==> config.mk <==
export PLATFORM = sky130hd
export DESIGN_NAME = pcs_ctrl
export DESIGN_NICKNAME = d
export VERILOG_FILES = /design/src/rtl/pcs_pkg.sv /design/src/rtl/pcs_sync.sv /design/src/rtl/pcs_ctrl.sv
export SDC_FILE = /design/constraint.sdc
export NUM_CORES = 1
export LEC_CHECK = 0
export ABC_AREA = 1
export ABC_CLOCK_PERIOD_IN_PS = 2250
export BUFFER_PORTS_ARGS = -buffer_cell sky130_fd_sc_hd__buf_2
export CAP_MARGIN = 20
export CORE_ASPECT_RATIO = 0.9
export CORE_UTILIZATION = 53
export DETAILED_ROUTE_END_ITERATION = 10
export GPL_ROUTABILITY_DRIVEN = 1
export PLACE_DENSITY = 0.72
export SETUP_SLACK_MARGIN = 0.3
export SKIP_CTS_REPAIR_TIMING = 1
export SLEW_MARGIN = 10
export SYNTH_ARGS = -nofsm -noshare
export SYNTH_HDL_FRONTEND = slang
export SYNTH_SLANG_ARGS = --single-unit
==> constraint.sdc <==
create_clock -name core_clk -period 2.25 [get_ports core_clk]
set_input_delay 0.225 -clock core_clk [delete_from_list [all_inputs] [get_ports core_clk]]
set_output_delay 0.225 -clock core_clk [all_outputs]
set_load 0.03 [all_outputs]
==> src/rtl/pcs_pkg.sv <==
`default_nettype none
package pcs_pkg;
  // ---------------------------------------------------------------
  // Timing
  // ---------------------------------------------------------------
  localparam int CLK_HZ = 20000000;
  localparam int OFF_TIMEOUT_US = 500;
  localparam int LATCH_TIMEOUT_US = 500;
  localparam int MAX_PULSE_HZ = 1000000;
  localparam int OFF_CYCLES = OFF_TIMEOUT_US * (CLK_HZ / 1000000);
  localparam int LATCH_CYCLES = LATCH_TIMEOUT_US * (CLK_HZ / 1000000);
  localparam int TMR_W = 16;
  // ---------------------------------------------------------------
  // Sizes
  // ---------------------------------------------------------------
  localparam int NSW_MAX = 6;
  localparam int NSW_SMALL = 3;
  localparam logic [NSW_MAX-1:0] ALL_ON = 6'h3F;
  localparam logic [NSW_MAX-1:0] ALL_OFF = 6'h00;
  localparam logic [NSW_MAX-1:0] CNT_FIRST = 6'h00;

  typedef enum logic [1:0] {
    PCS_OFF = 2'b00,
    PCS_LOW = 2'b01,
    PCS_HIGH = 2'b10,
    PCS_HELD = 2'b11
  } pcs_state_e;

  typedef struct packed {
    logic enabled;
    logic [NSW_MAX-1:0] sw_on;
  } pcs_out_s;
endpackage
`default_nettype wire

==> src/rtl/pcs_sync.sv <==
`default_nettype none
module pcs_sync (
  input wire logic core_clk,
  input wire logic rstn,
  input wire logic din,
  output logic dout
);
  logic meta_ff;
  logic sync_ff;
  // ---------------------------------------------------------------
  // Two-stage synchroniser; first stage feeds only the second
  // ---------------------------------------------------------------
  always_ff @(posedge core_clk) begin
    if (!rstn) begin
      meta_ff <= 1'b0;
      sync_ff <= 1'b0;
    end else begin
      meta_ff <= din;
      sync_ff <= meta_ff;
    end
  end
  assign dout = sync_ff;
endmodule
`default_nettype wire

==> src/rtl/pcs_ctrl.sv <==
`default_nettype none
module pcs_ctrl #(
  parameter int NSW = pcs_pkg::NSW_MAX,
  parameter int OFF_CYC = pcs_pkg::OFF_CYCLES,
  parameter int LAT_CYC = pcs_pkg::LATCH_CYCLES
) (
  input wire logic core_clk,
  input wire logic rstn,
  input wire logic ctrl_in,
  output pcs_pkg::pcs_out_s status,
  output logic [NSW-1:0] switch_on
);
  import pcs_pkg::*;

  // ---------------------------------------------------------------
  // Input sampling
  // ---------------------------------------------------------------
  logic line;
  logic line_d_ff;
  pcs_sync u_sync (
    .core_clk(core_clk),
    .rstn(rstn),
    .din(ctrl_in),
    .dout(line)
  );
  wire rise = line & ~line_d_ff;

  function automatic logic [NSW-1:0] decode(input logic [NSW-1:0] cnt);
    decode = ~cnt;
  endfunction

  // ---------------------------------------------------------------
  // State
  // ---------------------------------------------------------------
  pcs_state_e state_ff, nxt_state;
  logic [NSW-1:0] cnt_ff, nxt_cnt;
  logic [TMR_W-1:0] tmr_ff, nxt_tmr;
  logic [NSW-1:0] sw_ff, nxt_sw;
  logic en_ff, nxt_en;

  // Counter width equals NSW, so the three-switch build wraps at 8 for free
  wire [NSW-1:0] cnt_inc = cnt_ff + {{(NSW-1){1'b0}}, 1'b1};
  wire lat_done = (tmr_ff == TMR_W'(LAT_CYC - 1));
  wire off_done = (tmr_ff == TMR_W'(OFF_CYC - 1));
  wire [TMR_W-1:0] tmr_inc = tmr_ff + {{(TMR_W-1){1'b0}}, 1'b1};

  always_comb begin
    nxt_state = state_ff;
    nxt_cnt = cnt_ff;
    nxt_tmr = tmr_ff;
    nxt_sw = sw_ff;
    nxt_en = en_ff;
    case (state_ff)
      PCS_OFF: begin
        nxt_tmr = '0;
        if (rise) begin
          nxt_state = PCS_HIGH;
          nxt_cnt = NSW'(CNT_FIRST);
          nxt_sw = NSW'(ALL_ON);
          nxt_en = 1'b1;
        end
      end
      PCS_LOW: begin
        nxt_tmr = tmr_inc;
        if (rise) begin
          nxt_state = PCS_HIGH;
          nxt_cnt = cnt_inc;
          nxt_tmr = '0;
        end else if (off_done) begin
          nxt_state = PCS_OFF;
          nxt_cnt = NSW'(CNT_FIRST);
          nxt_sw = NSW'(ALL_OFF);
          nxt_en = 1'b0;
          nxt_tmr = '0;
        end
      end
      PCS_HIGH: begin
        nxt_tmr = tmr_inc;
        if (!line) begin
          nxt_state = PCS_LOW;
          nxt_tmr = '0;
        end else if (lat_done) begin
          nxt_state = PCS_HELD;
          nxt_sw = decode(cnt_ff);
          nxt_tmr = '0;
        end
      end
      PCS_HELD: begin
        nxt_tmr = '0;
        // Later pulses keep counting; pattern only moves after a new latch or at the off timeout
        if (!line) begin
          nxt_state = PCS_LOW;
        end
      end
      default: begin
        nxt_state = PCS_OFF;
      end
    endcase
  end

  always_ff @(posedge core_clk) begin
    if (!rstn) begin
      state_ff <= PCS_OFF;
      cnt_ff <= '0;
      tmr_ff <= '0;
      sw_ff <= '0;
      en_ff <= 1'b0;
      line_d_ff <= 1'b0;
    end else begin
      state_ff <= nxt_state;
      cnt_ff <= nxt_cnt;
      tmr_ff <= nxt_tmr;
      sw_ff <= nxt_sw;
      en_ff <= nxt_en;
      line_d_ff <= line;
    end
  end

  assign switch_on = sw_ff;
  assign status = '{enabled: en_ff, sw_on: NSW_MAX'(sw_ff)};
endmodule
`default_nettype wire

# Word-level counts from Yosys, hierarchy flattened
# Index checks and enable logic that the tools add are counted.
# W data, S select, Z words.
dict set report word_totals {
  reg_bits 34
  inputBits 3
  output_inout_bits 13
}
dict set report classes {
  add_sub_neg 2
  n_eq_ne 12
  n_mux 24
  bitwise 3
  n_reduce_logical 8
}
# operator count
set ops {}
lappend ops {{$mux W16} 3}
lappend ops {{$pmux W16 S3} 1}
lappend ops {{$mux W6} 7}
lappend ops {{$pmux W6 S3} 1}
lappend ops {{$add A16 B1 Y16 const B} 1}
lappend ops {{$eq A16 B14 Y1 const B} 1}
lappend ops {{$mux W2} 6}
lappend ops {{$pmux W6 S2} 1}
lappend ops {{$ne A2 B2 Y1 const B} 5}
lappend ops {{$pmux W2 S4} 1}
lappend ops {{$reduce_and A4 Y1} 2}
lappend ops {{$add A6 B1 Y6 const B} 1}
lappend ops {{$ne A3 B3 Y1 const B} 2}
lappend ops {{$not A6 Y6} 1}
lappend ops {{$reduce_and A6 Y1} 1}
lappend ops {{$eq A2 B2 Y1 const B} 2}
lappend ops {{$mux W1} 3}
lappend ops {{$reduce_and A3 Y1} 1}
lappend ops {{$reduce_bool A3 Y1} 1}
lappend ops {{$eq A2 B1 Y1 const B} 1}
lappend ops {{$logic_not A2 Y1} 1}
lappend ops {{$ne A2 B1 Y1 const B} 1}
lappend ops {{$pmux W1 S2} 1}
lappend ops {{$reduce_bool A2 Y1} 1}
lappend ops {{other kinds (3)} 3}

# Depth between registers and ports, before layout
dict set report depth {
  ltp_word 4
  mapped_depth 10
  ltp_nobuf 10
}

# Cells and area by module
# A second synthesis with hierarchy kept.
dict set report hier_totals {
  cells_unflattened 245
  hier_area_um2 1829.3
}
# mod instances cells_each area_each_um2 seq_area_each_um2
set by_module_without_submodules {}
lappend by_module_without_submodules {pcs_ctrl 1 239 1774.2 640.6}
lappend by_module_without_submodules {pcs_sync 1 6 55.1 40.0}

# Worst setup path after synthesis
# Ideal clock, no wire load.
dict set report synth_path {
  path_kind {reg-to-reg}
  from {register tmr_ff[0]}
  to {register tmr_ff[2]}
  setup_ps 121
  t_arrival_ps 1461
  t_required_ps 2129
  slack_ps 669
  path_stages_with_launch 10
  n_path_buf 2
  cell_sequence {dfxtp_1 -> ha_1 -> nand3_2 -> nor2_4 -> nand2_4 -> o21ai_2 -> or2_1 -> buf_6 -> buf_12 -> nor2_4}
}
dict set report synth_via {
  elab_chain_len 4
  word_cells_on_any_way 6
}
# item line_no
set synth_lines {}
lappend synth_lines {{from (decl)} pcs_ctrl.sv:37} ;# logic [TMR_W-1:0] tmr_ff, nxt_tmr;
lappend synth_lines {{from (signal assigned)} pcs_ctrl.sv:112} ;# tmr_ff <= nxt_tmr;
lappend synth_lines {{$add A16 B1 Y16 or $eq A16 B14 Y1 (tied branches)} {pcs_ctrl.sv:45, pcs_ctrl.sv:43, pcs_ctrl.sv:44}}
lappend synth_lines {{$mux W16 *} {pcs_ctrl.sv:69, pcs_ctrl.sv:82}}
lappend synth_lines {{$mux W16 (on tied branches)} {pcs_ctrl.sv:79, pcs_ctrl.sv:65}}
lappend synth_lines {{$pmux W16 S3 *} pcs_ctrl.sv:53} ;# case (state_ff)
# Every way passes the cells marked *; elsewhere a longest branch is shown, timed or not.
# A chain may end at the register's enable or synchronous reset.

# Final worst setup path
dict set report layout_path {
  from {register tmr_ff[0]}
  to {register tmr_ff[13]}
}
# Same word-level chain as after synthesis.

==> metrics.txt <==
status=completed; Reg power frac=0.384; core area=3140 um2; largest net degree at the start of global routing=17; cell taking the most area after synthesis=dfxtp_1; WL/cell=9.82 um; DRT Pass-1 Iters=4; max-capacitance violation count=0; commonest cells after routing, fill and taps aside=nand2_1, dfxtp_1, nor2_1, inv_1; Cells after Synth=237; DRC=0; Die Ht=57.1 um; Total Routing Usage GR=0.172; share of flip-flops with an asynchronous set or reset=0; worst-margin pin slew=0.375 ns; vias in the first global route=1109; syn nets=242; clock skew=0.00421 ns; setup_tns=0 ns; Post-synth EDFFs=0; Post-Syn Area=1790 um2; internal power=1120 uW; DIE WIDTH=63.2 um; Final Hold Viols=0; slew margin rel.=0.749; Worst R2R Setup Slack=0.49 ns; critical path's largest stage delay=0.42 ns; via/cell ratio=4.75; GP Congestion=0.820; hold slack=0.136 ns; clock latency on the worst-skew pair=0.28 ns; first-pass GRT wire length=4800 um; final design utilization=0.611; Sw Share=0.408; Cell variety after synth=27; DRT iter0 DRCs=74; most common cell after layout, fill and taps aside=nand2_1; max-slew violation count=0; Sink Count=34; Max Freq=567 MHz; share of layout cells above drive strength 1=0.209; net switching power=771 uW; cell-by-cell listing of the critical path=ha_1, nand3_2, nor2_4, nand2_4, o21ai_2, or2_1, buf_4, nor2_1; clk buf depth=2; detailed placement HPWL=2130 um; root buffer cell=clkbuf_8; PD cells=984 nW/um2; clock-pin slew on the worst setup and hold paths=0.06 ns; min Tclk post-route=1.76 ns; port bufs=15; P_leak=0.000777 uW; initial antenna violation count=0; Num CTS Buffers=5; grt ovf=0; synthesis-to-layout area growth=7.28%; CP arrival=1.92 ns; Syn. warnings=0; count of state elements after synthesis=34; CP Max Fanout=16; HP Class=primary input to register; num ports=16; Initial Util=0.569; CTS tree=done; # setup viols final=0; Crit-path slowest cell=dfxtp_1; Tcrit/Tclk final=0.784; required time of the critical path=2.41 ns; Clock Power Share=0.226; critical path class=register to register; CP endpoint kind=register; RSZ-0062 raised after global routing=no; Vias=1382; die area=3610 um2; area fraction of the dominant cell type after synthesis=0.381; syn_area_per_cell=7.54 um2; Final ANT Viol Nets=0; Rows=19; combinational share of power=0.391; DRT Wirelength=2860 um; post-synthesis sequential area ratio=0.381; top cells by area, synth=dfxtp_1, nand2_1, nor2_4; VDD IR-drop max=0.577 mV; ys flop type=dfxtp_1; Worst setup SP type=register; layout net count=255; Inserted Diodes=0; H-tree levels=2
-- synth_stat cells, types with 5 or more instances --
cell type and count:
xor2_1 9, nand4_1 6, nor2_1 32, a21oi_1 15
nand3_1 13, nand2_1 52, nor2_4 12, inv_1 24
o21ai_0 5, dfxtp_1 34, buf_4 7
-- power groups by stage --
stage | Clock, uW | Combinational (uW) | Sequential (uW)
floorplan | 0 | 573 | 829
global placement | 0 | 735 | 736
finish | 426 | 738 | 724
detailed placement | 0 | 738 | 739
global route | 472 | 805 | 733
CTS | 442 | 740 | 726
-- cells by family after synthesis --
kind of cell	count (synthesis)	share of synthesized area
xor+xnor	12	0.0588
compound gates	22	0.0700
fa+ha+maj	2	0.0140
buf+inv	38	0.108
flops	34	0.381
simple gates	129	0.368
-- path summary, 6_finish.rpt --
| path | cells after the start | startpoint | end |
|---|---|---|---|
| max reg2reg | 8 | tmr_ff[0] | tmr_ff[13] |
| max | 8 | tmr_ff[0] | tmr_ff[13] |
| min reg2reg | 2 | u_sync.meta_ff | u_sync.dout |
| min | 3 | ctrl_in | u_sync.meta_ff |
-- routing by layer --
| layer | part of all wire | global-route usage | wire, um | vias to the layer above |
|---|---|---|---|---|
| met5 | 0 | 0 | 0 | - |
| met4 | 0.0014 | 0.0487 | 4 | 0 |
| met3 | 0.049 | 0.0660 | 141 | 2 |
| met2 | 0.40 | 0.230 | 1140 | 26 |
| met1 | 0.55 | 0.253 | 1570 | 599 |
| li1 | - | - | - | 755 |
-- critical path: cells and delay by family (launching register included) --
kind | cells | cell delay, ns
AND/OR/NAND/NOR | 5 | 0.58
AO/OA/AOI/OAI | 1 | 0.07
buffers and inverters | 1 | 0.33
flip-flops | 1 | 0.42
adder cells (fa/ha/maj) | 1 | 0.23
-- stage by stage --
step | area, um2 | setup WS [ns] | cells | power, uW
5_1_grt | 1920 | 0.343 | 291 | 2010
3_3_place_gp | 1830 | 0.529 | 285 | 1470
6_report | 1920 | 0.486 | 291 | 1890
2_1_floorplan | 1790 | 0.669 | 237 | 1400
4_1_cts | 1920 | 0.477 | 291 | 1910
3_5_place_dp | 1830 | 0.491 | 285 | 1480
-- area by class of cell --
class	count	area (um2)
fillers	321	1220
well taps	42	52.6
multi-input cells	165	913
repair buffers	16	82.6
inverters	28	105
flip-flops and latches	34	681
clock buffers	6	82.6
-- sequential cells by signal, indices dropped and copies added, names as in the netlist --
| name | count |
|---|---|
| u_sync.meta_ff | 1 |
| u_sync.dout | 1 |
| state_ff | 2 |
| switch_on | 6 |
| en_ff | 1 |
| cnt_ff | 6 |
| tmr_ff | 16 |
| line_d_ff | 1 |
(Power assumes the default switching activity.)
